[config.mk]
export PLATFORM = sky130hd
export DESIGN_NAME = tps_timer_ctrl
export DESIGN_NICKNAME = d
export VERILOG_FILES = /design/src/logic/tps_pkg.sv /design/src/logic/tps_prescaler.sv /design/src/logic/tps_timer_ctrl.sv
export SDC_FILE = /design/constraint.sdc
export NUM_CORES = 1
export LEC_CHECK = 0
export BUFFER_PORTS_ARGS = -buffer_cell sky130_fd_sc_hd__buf_2
export CAP_MARGIN = 0
export CORE_ASPECT_RATIO = 0.75
export CORE_MARGIN = 10
export CORE_UTILIZATION = 60
export DETAILED_ROUTE_END_ITERATION = 6
export PLACE_DENSITY = 0.83
export SLEW_MARGIN = 10
export SYNTH_ARGS = -nofsm -noshare
export SYNTH_HDL_FRONTEND = slang
export SYNTH_SLANG_ARGS = --single-unit
[constraint.sdc]
create_clock -name core_clk -period 4.55 [get_ports core_clk]
set_input_delay 0.2275 -clock core_clk [delete_from_list [all_inputs] [get_ports core_clk]]
set_output_delay 0.2275 -clock core_clk [all_outputs]
set_load 0.01 [all_outputs]
[src/logic/tps_pkg.sv]
// Shared constants and carriers for the timer, shared prescaler and
// interrupt control block.
// Assumes a single core clock and an 8-bit register port on the CPU side.
package tps_pkg;

    // ------------------------------------------------------------------
    // Register offsets
    // ------------------------------------------------------------------
    localparam logic [7:0] TPS_ADDR_COUNT  = 8'h01;
    localparam logic [7:0] TPS_ADDR_IRQ    = 8'h0B;
    localparam logic [7:0] TPS_ADDR_OPTION = 8'h81;

    // ------------------------------------------------------------------
    // Field positions of timer_option_config
    // ------------------------------------------------------------------
    localparam int TPS_OPT_RATE_LSB = 0;
    localparam int TPS_OPT_RATE_W   = 3;
    localparam int TPS_OPT_ASSIGN   = 3;
    localparam int TPS_OPT_EDGE     = 4;
    localparam int TPS_OPT_SOURCE   = 5;

    // ------------------------------------------------------------------
    // Field positions of irq_control
    // ------------------------------------------------------------------
    localparam int TPS_IRQ_GLOBAL_EN = 7;
    localparam int TPS_IRQ_PERIPH_EN = 6;
    localparam int TPS_IRQ_T0IE  = 5;
    localparam int TPS_IRQ_INTE  = 4;
    localparam int TPS_IRQ_RBIE  = 3;
    localparam int TPS_IRQ_T0IF  = 2;
    localparam int TPS_IRQ_INTF  = 1;
    localparam int TPS_IRQ_RBIF  = 0;

    // ------------------------------------------------------------------
    // Reset values and timing
    // ------------------------------------------------------------------
    localparam logic [7:0] TPS_OPTION_RST = 8'hFF;
    localparam logic [7:0] TPS_IRQ_RST    = 8'h00;
    localparam logic [7:0] TPS_COUNT_RST  = 8'h00;
    localparam int         TPS_CORE_HZ    = 25_000_000;
    localparam int         TPS_INSTR_DIV  = 4;
    localparam int         TPS_PRE_W      = 8;

    // ------------------------------------------------------------------
    // Carriers
    // ------------------------------------------------------------------
    typedef struct packed {
        logic [7:0] addr;
        logic [7:0] wdata;
        logic       wr;
        logic       rd;
    } tps_bus_req_t;

    typedef struct packed {
        logic rb_change;
        logic ext_int;
        logic periph_irq;
    } tps_events_t;

endpackage

[src/logic/tps_prescaler.sv]
// Shared binary prescaler: divides input ticks by 2**shift.
// Assumes in_tick is a one-cycle pulse in the core clock domain.
`timescale 1ns/100ps
module tps_prescaler
#(
    parameter int PRE_W = tps_pkg::TPS_PRE_W
)
(
    input  wire logic                      core_clk,
    input  wire logic                      rst,
    input  wire logic                      clear,
    input  wire logic                      in_tick,
    input  wire logic [$clog2(PRE_W+1)-1:0] shift,
    output logic                           out_tick
);
    import tps_pkg::*;

    typedef struct packed {
        logic [PRE_W-1:0] cnt;
    } tps_pre_state_t;

    tps_pre_state_t s_r;
    tps_pre_state_t s_nxt;
    logic [PRE_W-1:0] mask;

    if (PRE_W < 1) begin : g_chk
        $error("tps_prescaler: PRE_W must be at least 1");
    end

    always_comb
    begin
        mask     = PRE_W'(({{PRE_W{1'b0}}, 1'b1} << shift) - 1'b1);
        out_tick = in_tick && ((s_r.cnt & mask) == mask);
        s_nxt    = s_r;
        if (clear)
        begin
            s_nxt.cnt = '0;
        end
        else if (in_tick)
        begin
            s_nxt.cnt = PRE_W'(s_r.cnt + 1'b1);
        end
    end

    always_ff @(posedge core_clk or posedge rst)
    begin
        if (rst)
        begin
            s_r <= '0;
        end
        else
        begin
            s_r <= s_nxt;
        end
    end
endmodule // tps_prescaler

[src/logic/tps_timer_ctrl.sv]
// Top of the 8-bit timer with its clock source selection, edge select,
// shared timer/watchdog prescaler and interrupt control register.
// Assumes all pins are synchronous to core_clk and that the watchdog
// oscillator delivers one-cycle ticks on wdt_osc_tick.
`timescale 1ns/100ps
module tps_timer_ctrl
#(
    parameter int INSTR_DIV = tps_pkg::TPS_INSTR_DIV
)
(
    input  wire logic               core_clk,
    input  wire logic               rst,
    input  wire tps_pkg::tps_bus_req_t bus,
    input  wire tps_pkg::tps_events_t  ev,
    input  wire logic               timer_ext_clock_pin,
    input  wire logic               wdt_osc_tick,
    output logic [7:0]              rd_data,
    output logic                    irq_req,
    output logic                    wdt_tick_out,
    output logic                    instr_clock_out
);
    import tps_pkg::*;

    localparam int DIV_W = (INSTR_DIV > 1) ? $clog2(INSTR_DIV) : 1;
    localparam logic [DIV_W-1:0] DIV_LAST = DIV_W'(INSTR_DIV - 1);
    localparam int SH_W = $clog2(TPS_PRE_W + 1);

    if (INSTR_DIV < 2) begin : g_chk
        $error("tps_timer_ctrl: INSTR_DIV must be at least 2");
    end

    // ------------------------------------------------------------------
    // State
    // ------------------------------------------------------------------
    typedef struct packed {
        logic [7:0]       option;
        logic [7:0]       irqc;
        logic [7:0]       count;
        logic [7:0]       rdata;
        logic [DIV_W-1:0] div;
        logic             pin_prev;
        logic             irq;
        logic             wdt_out;
        logic             iclk;
    } tps_state_t;

    tps_state_t s_r;
    tps_state_t s_nxt;

    logic            instr_tick;
    logic            pin_edge;
    logic            src_tick;
    logic            pre_in;
    logic            pre_out;
    logic            pre_clear;
    logic [SH_W-1:0] pre_shift;
    logic            cnt_tick;
    logic            overflow;
    logic            wr_count;
    logic            wr_irq;
    logic            wr_option;
    logic            to_wdt;
    logic [2:0]      rate;

    // ------------------------------------------------------------------
    // Shared prescaler
    // ------------------------------------------------------------------
    tps_prescaler #(
        .PRE_W    (TPS_PRE_W)
    ) u_pre (
        .core_clk (core_clk),
        .rst      (rst),
        .clear    (pre_clear),
        .in_tick  (pre_in),
        .shift    (pre_shift),
        .out_tick (pre_out)
    );

    // ------------------------------------------------------------------
    // Next state
    // ------------------------------------------------------------------
    always_comb
    begin
        s_nxt     = s_r;
        wr_count  = bus.wr && (bus.addr == TPS_ADDR_COUNT);
        wr_irq    = bus.wr && (bus.addr == TPS_ADDR_IRQ);
        wr_option = bus.wr && (bus.addr == TPS_ADDR_OPTION);
        to_wdt    = s_r.option[TPS_OPT_ASSIGN];
        rate      = s_r.option[TPS_OPT_RATE_LSB +: TPS_OPT_RATE_W];

        // Instruction cycle enable from the core clock divider
        instr_tick = (s_r.div == DIV_LAST);
        s_nxt.div  = instr_tick ? '0 : DIV_W'(s_r.div + 1'b1);
        s_nxt.iclk = (s_nxt.div < DIV_W'(INSTR_DIV / 2)) ? 1'b0 : 1'b1;

        // Pin edge, polarity chosen by the edge select
        s_nxt.pin_prev = timer_ext_clock_pin;
        if (s_r.option[TPS_OPT_EDGE])
        begin
            pin_edge = s_r.pin_prev && !timer_ext_clock_pin;
        end
        else
        begin
            pin_edge = !s_r.pin_prev && timer_ext_clock_pin;
        end
        src_tick = s_r.option[TPS_OPT_SOURCE] ? pin_edge : instr_tick;

        // Prescaler goes to one user only; the other gets its ticks undivided
        pre_in    = to_wdt ? wdt_osc_tick : src_tick;
        pre_shift = to_wdt ? SH_W'(rate) : SH_W'(rate) + 1'b1;
        cnt_tick  = to_wdt ? src_tick : pre_out;
        s_nxt.wdt_out = to_wdt ? pre_out : wdt_osc_tick;
        // Reassigning the prescaler or rewriting the count restarts it,
        // so a stale partial count never leaks into the new user
        pre_clear = wr_count || wr_option;

        // Timer count
        overflow = 1'b0;
        if (wr_count)
        begin
            s_nxt.count = bus.wdata;
        end
        else if (cnt_tick)
        begin
            s_nxt.count = 8'(s_r.count + 1'b1);
            overflow    = (s_r.count == 8'hFF);
        end

        if (wr_option)
        begin
            s_nxt.option = bus.wdata;
        end

        // Interrupt control: events set flags regardless of enables,
        // and an event in the cycle of a software clear wins
        if (wr_irq)
        begin
            s_nxt.irqc = bus.wdata;
        end
        if (overflow)
        begin
            s_nxt.irqc[TPS_IRQ_T0IF] = 1'b1;
        end
        if (ev.ext_int)
        begin
            s_nxt.irqc[TPS_IRQ_INTF] = 1'b1;
        end
        if (ev.rb_change)
        begin
            s_nxt.irqc[TPS_IRQ_RBIF] = 1'b1;
        end

        s_nxt.irq = s_r.irqc[TPS_IRQ_GLOBAL_EN] && (
            (s_r.irqc[TPS_IRQ_T0IE] && s_r.irqc[TPS_IRQ_T0IF]) ||
            (s_r.irqc[TPS_IRQ_INTE] && s_r.irqc[TPS_IRQ_INTF]) ||
            (s_r.irqc[TPS_IRQ_RBIE] && s_r.irqc[TPS_IRQ_RBIF]) ||
            (s_r.irqc[TPS_IRQ_PERIPH_EN] && ev.periph_irq));

        // Read data stand for one cycle only; unmapped reads give zero
        s_nxt.rdata = 8'h00;
        if (bus.rd)
        begin
            unique case (bus.addr)
                TPS_ADDR_COUNT:  s_nxt.rdata = s_r.count;
                TPS_ADDR_IRQ:    s_nxt.rdata = s_r.irqc;
                TPS_ADDR_OPTION: s_nxt.rdata = s_r.option;
                default:         s_nxt.rdata = 8'h00;
            endcase
        end
    end

    always_ff @(posedge core_clk or posedge rst)
    begin
        if (rst)
        begin
            s_r          <= '0;
            s_r.option   <= TPS_OPTION_RST;
            s_r.irqc     <= TPS_IRQ_RST;
            s_r.count    <= TPS_COUNT_RST;
        end
        else
        begin
            s_r <= s_nxt;
        end
    end

    assign rd_data         = s_r.rdata;
    assign irq_req         = s_r.irq;
    assign wdt_tick_out    = s_r.wdt_out;
    assign instr_clock_out = s_r.iclk;
endmodule // tps_timer_ctrl

; ---- Word-level counts from Yosys, hierarchy flattened
; Cells that the tools add are included.
[classes]
multipliers = 0
eq_ne = 6
reduce_logical = 22
n_addsub = 5
n_bitwise = 1
shift = 1
n_div = 0
mux = 20
order_cmp = 1
[op_table]
columns = op, count
row1 = 8-bit 2-to-1 mux, 5
row2 = 8-bit one-hot mux with 3 select lines, 1
row3 = 8-bit by 1-bit adder with 8-bit output (second input constant), 2
row4 = 8-bit equality test (second input constant), 2
row5 = 1-bit logical AND, 11
row6 = 1-bit 2-to-1 mux, 11
row7 = 2-bit nonzero test, 5
row8 = 8-bit bitwise AND, 1
row9 = 8-bit by 1-bit equality test with 1-bit output (second input constant), 1
row10 = 8-bit by 4-bit equality test with 1-bit output (second input constant), 1
row11 = 8-bit equality test, 1
row12 = 1-bit by 4-bit left shift with 8-bit output (first input constant), 1
row13 = 8-bit by 1-bit subtractor with 8-bit output (second input constant), 1
row14 = 3-bit by 1-bit adder with 4-bit output (second input constant), 1
row15 = 1-bit logical OR, 4
row16 = 4-bit 2-to-1 mux, 1
row17 = 3-bit 2-to-1 mux, 1
row18 = 2-bit by 1-bit adder with 2-bit output (second input constant), 1
row19 = 2-bit equality test (second input constant), 1
row20 = 1-bit zero test, 2
row21 = 2-bit less-than comparator (second input constant), 1
row22 = 2-bit 2-to-1 mux, 1
[totals]
wordCells = 69
ramBits = 0
romBits = 0
mem_count = 0
output_inout_bits = 11
latchBits = 0
in_bits = 25
register_bits = 46

; ---- Depth between registers and ports, before layout
; Gate-level depths: netlist (run 1).
[logic_depth]
depth_word = 11
ltp_mapped = 12
mapped_depth_nobuf = 12

; ---- Hierarchy
; From an unflattened synthesis (run 1), not the netlist that was laid out.
[unflattened]
cells_unflattened = 230
area_unflattened_um2 = 2427.3
[modules_own_cells]
columns = module, seq_area_each_um2, area_each_um2, cells_per_inst, n_inst
row1 = tps_timer_ctrl, 935.9, 1884.3, 169, 1
row2 = tps_prescaler, 200.2, 543.0, 61, 1

; ---- Worst setup path after synthesis (run 1)
; No wires, ideal clock.
[synth_timing]
path_type = register to register
startpoint = reg s_r, in the netlist rate[1]
endpoint = reg s_r[19] (netlist bit)
required_ns = 4.481
stages_incl_launch_ff = 13
path_slack_ns = 1.588
setup_ns = 0.069
arrival_ns = 2.893
synth_period_minus_slack_ns = 2.962
path_buffers = 0
cell_sequence = dfstp_2 ha_1 nand2_1 a2111oi_0 a21oi_1 ha_1 inv_1 nor3_1 o2bb2ai_1 nor4_4 o21ai_2 or4_1 nand3_1
[synth_via]
elab_chain_len = 9
[synth_rtl]
columns = item, line_no
row1 = from (decl), tps_timer_ctrl.sv:47  ; tps_state_t s_r;
row2 = from (signal assigned), tps_timer_ctrl.sv:183  ; s_r <= s_nxt;
row3 = 3-bit by 1-bit adder with 4-bit output, tps_timer_ctrl.sv:110  ; pre_shift = to_wdt ? SH_W'(rate) : SH_W'(rate) + 1'b1;
row4 = 4-bit 2-to-1 mux (*), tps_timer_ctrl.sv:110
row5 = 1-bit by 4-bit left shift with 8-bit output (*), tps_prescaler.sv:32  ; mask = PRE_W'(({{PRE_W{1'b0}}, 1'b1} << shift) - 1'b1);
row6 = 8-bit by 1-bit subtractor with 8-bit output (*), tps_prescaler.sv:32
row7 = 8-bit bitwise AND, tps_prescaler.sv:33  ; out_tick = in_tick && ((s_r.cnt & mask) == mask);
row8 = 8-bit equality test (*), tps_prescaler.sv:33
row9 = 1-bit logical AND (*), tps_prescaler.sv:33
row10 = 1-bit 2-to-1 mux (*), tps_timer_ctrl.sv:111  ; cnt_tick = to_wdt ? src_tick : pre_out;
row11 = 2-bit nonzero test (no source line) (*), n/a
; Every way passes the cells marked *; elsewhere a longest branch is shown, timed or not.
; A chain may end at the register's enable or synchronous reset.

; ---- Worst setup path after layout (run 1)
; Same ends and word-level chain as after synthesis.

==> results of run 1 <==
-- logic make-up after synthesis --
kind of cell	count (synthesis)
AOI/OAI and AO/OA	55
xor gates and xnor gates	14
adders and majority gates	5
buffers and inverters	23
DFF	45
muxes	16
and+or+nand+nor	90
-- placed cells by master (no fill, tap or decap), types with 3 or more instances in the layout --
cell / instances
dfrtp_1: 37
buf_2: 35
nor2_1: 30
nand2_1: 15
a21oi_1: 13
mux2_2: 12
xor2_1: 10
a222oi_1: 8
dfstp_2: 8
o21ai_0: 7
and3_1: 7
nand4_1: 7
nor3_1: 6
clkbuf_8: 6
nand3_1: 5
ha_1: 5
inv_1: 4
xnor2_1: 4
nand2b_1: 4
mux2i_1: 4
a211o_1: 3
o211ai_1: 3
-- stage by stage --
step	hold slack, ns	util (%)	std cells	total power, mW
floorplan	0.259	-	248	0.676
detailed placement	0.373	65.7	323	0.744
global placement	0.365	65.7	323	0.735
CTS	0.0634	68.0	330	0.993
global route	0.0612	68.0	330	1.04
finish	0.0458	68.0	330	0.990
-- final cells by class --
cell class | instances | area share, %
flip-flops and latches | 45 | 41.5
multi-input cells | 180 | 44.9
clock buffers | 6 | 3.02
well taps | 55 | 2.51
clock inverters | 1 | 0.274
repair buffers | 37 | 6.95
inverters | 6 | 0.823
-- power by group --
part	switching, mW	total [mW]	internal (mW)
Combinational	0.111	0.208	0.0974
Clock	0.128	0.248	0.120
Sequential	0.0774	0.534	0.456
-- final timing paths --
path / from / endpoint / slack [ns] / cells past startpoint
max reg2reg: rate[1] / s_r[19] / 1.07 / 12
max in group asynchronous: rst / s_r[33] / 4.12 / 3
min in group core_clk: timer_ext_clock_pin / s_r[3] / 0.07 / 1
max: rate[1] / s_r[19] / 1.07 / 12
min reg2reg: s_r[4] / s_r[4] / 0.43 / 1
min: rst / u_pre.s_r[2] / 0.05 / 3
-- worst reg2reg max path: cells and delay by family, from the launching register on --
kind                       cells  cell delay [ns]
DFF                            1             0.67
AOI/OAI and AO/OA              4             0.84
and+or+nand+nor                5             1.23
buffers and inverters          1             0.10
adders and majority gates      2             0.57
-- flip-flops by register name, summed over array words and instances (netlist names) --
register,flops
s_r,24
rd_data,8
u_pre.s_r,8
rate,3
irq_req,1
wdt_tick_out,1
-- layer usage --
layer / vias to the layer above / GRT usage [%] / share of wire, %
li1: 959 / - / -
met1: 947 / 24.7 / 49
met2: 108 / 23.1 / 39
met3: 10 / 4.33 / 9.7
met4: 0 / 5.55 / 1.7
met5: - / 0 / 0
==> metrics, run 1 <==
Final nets roughly 300; CP startpoint kind flip-flop; Post-synth EDFFs 0; Synth Warn # 0; max cap viols 0; Post-synth top cells dfrtp_1, nor2_1, nand2_1, a21oi_1, mux2_2; post-synth cell types 56; height of the die 75.8 um; total CTS buffers 5; CP delay by family, top simple AND/OR/NAND/NOR gates; Worst slew margin 54.9%; most frequent CP cell ha_1; mux cell area share after synthesis 7.04%; critical path, cell by cell ha_1, nand2_1, a2111oi_0, a21oi_1, ha_1, inv_1, nor3_1, o2bb2ai_1, nor4_4, o21ai_2, or4_1, nand3_1; Worst Tran Pin Value 0.674 ns; pwr dens 362 nW/um2; ant diodes 0; Worst EP required about 4.8 ns; worst-case vdd ir drop between 0.2 and 0.25 mV; critical path type flip-flop to flip-flop; Tmin final 3.48 ns; Cells after Synth ~250; design area around 2700 um2; DRC 0; fmax 288 MHz; Initial Util 61.7%; vias per cell 6.13; Via Count 2,024; largest cells by area after synthesis dfrtp_1, dfstp_2, mux2_2; Max FO, Critical Path 15; initial DRC count 221; Hold Buf Count CTS 0; top-count cell post-synth dfrtp_1; share of layout cells above drive strength 1 between 20% and 30%; die width 94.3 um; gr ovfl total 0; class of the worst hold path input port to async pin; outcome completed; Fin Setup TNS 0 ns; Final Hold Fails 0; Post-Synth Adder-Cell Area approximately 2.5%; dpl ws about 1.2 ns; XOR/XNOR Fraction of Synth Area 4.93%; Fill cells around 320; CP Buf/Inv Count 1; slowest stage delay, CP around 0.67 ns; antenna violations before repair 0; clk root buf clkbuf_8; Final Setup Violations 0; DR WL/cell roughly 17 um; Skew-Pair Late Insertion Delay 0.30 ns; Simple-Gate Fraction of Synth Area 18.9%; multi-input logic area 1230 um2; die area between 7000 and 8000 um2; dpl hpwl between 4000 and 5000 um; overall routing resource usage 16.8%; top cell type's share of synthesized area 37.2%; Reg area 1140 um2; Tcrit/Tclk final around 76%; first-pass GRT wire length about 9400 um; Core Footprint 4030 um2; Ports 36; sequential fraction of the synthesis area 45.7%; CTS tree yes; Max Slew Vio Count 0; Post-CTS Setup Bufs 0; mapped cell area 2490 um2; DRT antenna net count 0; clock-pin slew on the worst setup and hold paths 0.08 ns; Resize count post-CTS 0; Placed Instance Area 2650 um2; FP Rows 20; vias in the first global route 1,869; Leak 1.22 nW; RSZ-0062 raised after global routing no; # clock sinks 45; drt pass-1 iters 5; largest family of logic cells by synthesized area simple AND/OR/NAND/NOR gates; GP Congestion 0.885; htree depth 2; Crit-path slowest cell dfstp_2; WP data arrival between 3 and 4 ns; CTS max path bufs 2; flops & latches, synth 45; syn_nets 278; Final WS setup 1.07 ns; Area Growth Syn to Fin 10.1%; ys async rst share 100%; mean post-synth cell area 10.0 um2; pin count of the biggest net entering global routing 46; Compound-Gate Fraction of Synth Area between 10% and 20%; IO Port Bufs 35; DRT Wirelength 5620 um; Worst setup EP type flip-flop; main flop type after synthesis dfrtp_1; largest area contributor in the netlist dfrtp_1; Worst Skew 0.00874 ns
Power figures use the tool's default switching activity.
==> run 2: changes to the inputs <==
--- a/config.mk
+++ b/config.mk
@@ -9,9 +9,9 @@
 export CAP_MARGIN = 0
 export CORE_ASPECT_RATIO = 0.75
 export CORE_MARGIN = 10
-export CORE_UTILIZATION = 60
+export CORE_UTILIZATION = 57
 export DETAILED_ROUTE_END_ITERATION = 6
-export PLACE_DENSITY = 0.83
+export PLACE_DENSITY = 0.8
 export SLEW_MARGIN = 10
 export SYNTH_ARGS = -nofsm -noshare
 export SYNTH_HDL_FRONTEND = slang
==> constraint.sdc (replaced) <==
create_clock -name core_clk -period 3.5 [get_ports core_clk]
set_input_delay 0.175 -clock core_clk [delete_from_list [all_inputs] [get_ports core_clk]]
set_output_delay 0.175 -clock core_clk [all_outputs]
set_load 0.01 [all_outputs]
==> metrics, run 2 (same netlist as run 1, synthesis figures left out) <==
Via Count roughly 2,000; Initial Util 60.2%; worst-case vdd ir drop 0.398 mV; Core Footprint ~4100 um2; Tcrit/Tclk final between 90% and 100%; DRT Wirelength 5820 um; outcome completed; dpl hpwl between 4000 and 5000 um; overall routing resource usage roughly 15%; Max FO, Critical Path 14; CP startpoint kind flip-flop; pwr dens between 400 and 500 nW/um2; Final Hold Fails 0; Post-CTS Setup Bufs 0; Ports 36; drt pass-1 iters 7; htree depth 2; class of the worst hold path input port to flip-flop; Leak 1.24 nW; CTS tree yes; vias per cell 6.16; Resize count post-CTS 0; CTS max path bufs 2; Fin Setup TNS 0 ns; Final Setup Violations 0; Tmin final approximately 3.3 ns; clock-pin slew on the worst setup and hold paths 0.08 ns; ant diodes 0; final core utilization 67.0%; IO Port Bufs 35; Skew-Pair Late Insertion Delay 0.30 ns; die width 96.3 um; commonest non-fill, non-tap cell in the layout dfrtp_1; DRT antenna net count 0; vias in the first global route ~1,900; Worst setup EP type flip-flop; FP Rows 20; WP data arrival ~3.5 ns; Worst EP required 3.74 ns; DRC 0; gr ovfl total 0; max cap viols 0; # clock sinks 45; GP Congestion ~0.86; pin count of the biggest net entering global routing 46; Hold Buf Count CTS 0; Worst Tran Pin Value between 0.9 and 1 ns; die area 7430 um2; antenna violations before repair 0; Total Power approximately 1.4 mW; total CTS buffers 5; DR WL/cell 17.5 um; Worst slew margin 39.3%; fmax 304 MHz; RSZ-0062 raised after global routing no; Max Slew Vio Count 0; share of layout cells above drive strength 1 26.7%; critical path type flip-flop to flip-flop; largest register by flop count s_r; Worst Skew 0.00480 ns; max reg flops 24; first-pass GRT wire length 9340 um; initial DRC count 250; commonest non-fill, non-tap cells in the layout dfrtp_1, buf_2, nor2_1, nand2_1, a21oi_1; clk root buf clkbuf_8; Area Growth Syn to Fin 11.2%; height of the die ~77 um; Final nets approximately 300
-- run 2: cell types whose count changed in the layout (fill, tap and decap cells not counted), sizes merged --
| cell | delta |
|---|---|
| inv | +1 |
| clkinvlp | -1 |
| buf | +1 |
| bufinv | +1 |
-- run 2: area by class of cell --
class / instances / area (um2)
fillers: 317 / 1360
multi-input cells: 180 / 1230
flip-flops and latches: 45 / 1140
repair buffers: 38 / 198
clock buffers: 6 / 72.6
well taps: 55 / 68.8
clock inverters: 2 / 35.0
inverters: 6 / 22.5
-- run 2: path summary, 6_finish.rpt --
path	from	to	slack, ns	cells after the start
max	rate[0]	s_r[19]	0.21	12
min	timer_ext_clock_pin	s_r[3]	0.01	1
max reg2reg	rate[0]	s_r[19]	0.21	12
min reg2reg	s_r[4]	s_r[4]	0.44	1
max in group asynchronous	rst	s_r[17]	2.86	2
min in group asynchronous	rst	u_pre.s_r[4]	0.07	2
-- run 2: where the power goes --
group / switching, mW / total, mW / internal, mW
combinational: 0.147 / 0.282 / 0.136
sequential: 0.0988 / 0.692 / 0.593
clock: 0.179 / 0.391 / 0.212
-- run 2: critical path, cell delays in order, from the launching register on --
cell and delay [ns]:
dfstp_2 0.69, ha_2 0.28, nand2_1 0.11, a2111oi_0 0.45, a21oi_1 0.10, ha_1 0.25
inv_1 0.10, nor3_1 0.07, o2bb2ai_1 0.17, nor4_4 0.32, o21ai_2 0.14, or4_1 0.48
nand3_1 0.09
-- run 2: metrics by stage --
step	setup WS, ns	std cells	area [um2]	hold slack [ns]
5_1_grt	0.0233	332	2770	0.00310
4_1_cts	0.208	332	2760	0.0128
6_report	0.207	332	2770	0.0130
2_1_floorplan	0.538	248	2490	0.206
3_5_place_dp	0.244	324	2660	0.316
3_3_place_gp	0.369	324	2660	0.314
-- run 2: routing by layer --
layer  track usage, %  vias up  wire length [um]
li1                 -      962                 -
met1             23.7      960              2710
met2             20.3      117              2300
met3             5.45        7               766
met4             2.35        0                40
met5                0        -                 0
==> run 3: changes to the inputs <==
--- a/config.mk
+++ b/config.mk
@@ -9,10 +9,11 @@
 export CAP_MARGIN = 0
 export CORE_ASPECT_RATIO = 0.75
 export CORE_MARGIN = 10
-export CORE_UTILIZATION = 57
+export CORE_UTILIZATION = 50
 export DETAILED_ROUTE_END_ITERATION = 6
-export PLACE_DENSITY = 0.8
+export PLACE_DENSITY = 0.71
 export SLEW_MARGIN = 10
 export SYNTH_ARGS = -nofsm -noshare
 export SYNTH_HDL_FRONTEND = slang
 export SYNTH_SLANG_ARGS = --single-unit
+export TNS_END_PERCENT = 20
==> metrics, run 3 (same netlist as run 1, synthesis figures left out) <==
dpl ws 0.210 ns; Final nets 311; design area 2840 um2; hold path depth 2; Placed Instance Area 2670 um2; worst hold endpoint s_r[23]; Ports 36; Max Slew Vio Count 0; Tmin final 3.30 ns; Comb power frac approximately a fifth; CTS tree yes; vias per cell 6.09; htree depth 2; share of power burned in registers 47.7%; max reg flops 24; Final Hold Fails 0; uppermost layer routed met4; overall routing resource usage 14.7%; Leak 1.28 nW; final core utilization 58.6%; GP Congestion 0.930; Max FO, Critical Path 15; antenna violations before repair 0; critical path type flip-flop to flip-flop; outcome completed; fmax approximately 300 MHz; worst-case vdd ir drop 0.362 mV; drt pass-1 iters 5; # clock sinks 45; first-pass GRT wire length 9780 um; class of the worst hold path input port to flip-flop; wire length on met2 2250 um; Worst Tran Pin Value 0.923 ns; Area Growth Syn to Fin 14.1%; pin count of the biggest net entering global routing 46; Final Setup Violations 0; Sw Ratio 30.1%; Fin Setup TNS 0 ns; DRC 0; sw power between 400 and 500 uW; max cap viols 0; r2r setup slk between 0.2 and 0.25 ns; WP data arrival 3.55 ns; die width between 100 and 150 um; total CTS buffers 5; Core Footprint 4840 um2; height of the die between 80 and 90 um; DR WL/cell approximately 18 um; Worst setup EP type flip-flop; Initial Util 51.3%; DRT Wirelength around 6000 um; CP startpoint kind flip-flop; vias in the first global route approximately 1,900; Int Pwr 1.02 mW; CTS max path bufs 2; clk root buf clkbuf_8; share of layout cells above drive strength 1 ~28%; Tcrit/Tclk final 94.2%; ant diodes 0; Via Count approximately 2,100; RSZ-0062 raised after global routing no; HP Start ev[1]; Clk pwr share 32.4%; reg-to-reg endpoint s_r[19]; DRT antenna net count 0; initial DRC count 277; die area 8230 um2; Worst EP required about 3.8 ns; Final WS setup 0.204 ns; dpl hpwl 4430 um; DR WL met3 551 um; commonest non-fill, non-tap cell in the layout dfrtp_1; Skew-Pair Late Insertion Delay 0.30 ns; commonest non-fill, non-tap cells in the layout dfrtp_1, buf_2, nor2_1, nand2_1, a21oi_1; largest register by flop count s_r; pwr dens just over 500 nW/um2; R2R depth 12; Worst slew margin 38.4%; Worst Skew 0.0104 ns; IO Port Bufs 35; WL met1 about 3100 um; gr ovfl total 0; Total Power 1.45 mW; Reg2Reg Launch Point rate[1]; FP Rows 22; clock-pin slew on the worst setup and hold paths 0.09 ns
-- run 3: cell type report --
type                       instances  area, um2
inverter                           6       22.5
clock inverter                     3       65.1
multi-input combinational        180       1230
timing repair buffer              43        238
clock buffer                       5       68.8
tap                               60       75.1
fill                             416       2010
sequential                        45       1140
-- run 3: how the worst max path moves through the flow --
stage               slack [ns]  cells past startpoint  endpoint  startpoint
floorplan                 0.54                     12   s_r[19]     rate[1]
global placement          0.32                     12   s_r[19]     rate[0]
detailed placement        0.21                     12   s_r[19]     rate[0]
CTS                       0.17                     12   s_r[19]     rate[0]
global route             0.006                     12   s_r[19]     rate[1]
finish                    0.20                     12   s_r[19]     rate[1]
-- run 3: stage by stage --
step / hold slack, ns / std cells
after floorplan: 0.206 / 248
after global placement: 0.313 / 330
after detailed placement: 0.315 / 330
after CTS: 0.0578 / 339
after global routing: 0.0548 / 342
final: 0.0596 / 342
-- run 3: power by group through the flow --
stage	Combinational (mW)	Clock [mW]	Sequential (mW)
finish	0.288	0.471	0.693
global route	0.326	0.503	0.701
CTS	0.284	0.477	0.690
detailed placement	0.282	0	0.699
global placement	0.276	0	0.698
floorplan	0.214	0	0.665
-- run 3: routing by layer --
metal / GRT usage (%) / vias up
li1: - / 976
met2: 18.9 / 104
met3: 4.50 / 12
met1: 22.6 / 991
met4: 4.17 / 0
met5: 0 / -
-- run 3: critical path, stage by stage (launching register included) --
cell and delay (ns):
dfstp_2 0.68, ha_2 0.29, nand2_1 0.11, a2111oi_0 0.44
a21oi_1 0.09, ha_1 0.24, inv_1 0.11, nor3_1 0.07
o2bb2ai_1 0.17, nor4_4 0.34, o21ai_2 0.13, or4_1 0.47
nand3_1 0.09
-- run 3: what timing repair did --
item,4_1_cts,5_1_grt
endpoints found under the hold margin,1,0
setup endpoints to repair,0,3
setup buffers,0,3
hold buffers,1,0
resized for setup,0,1
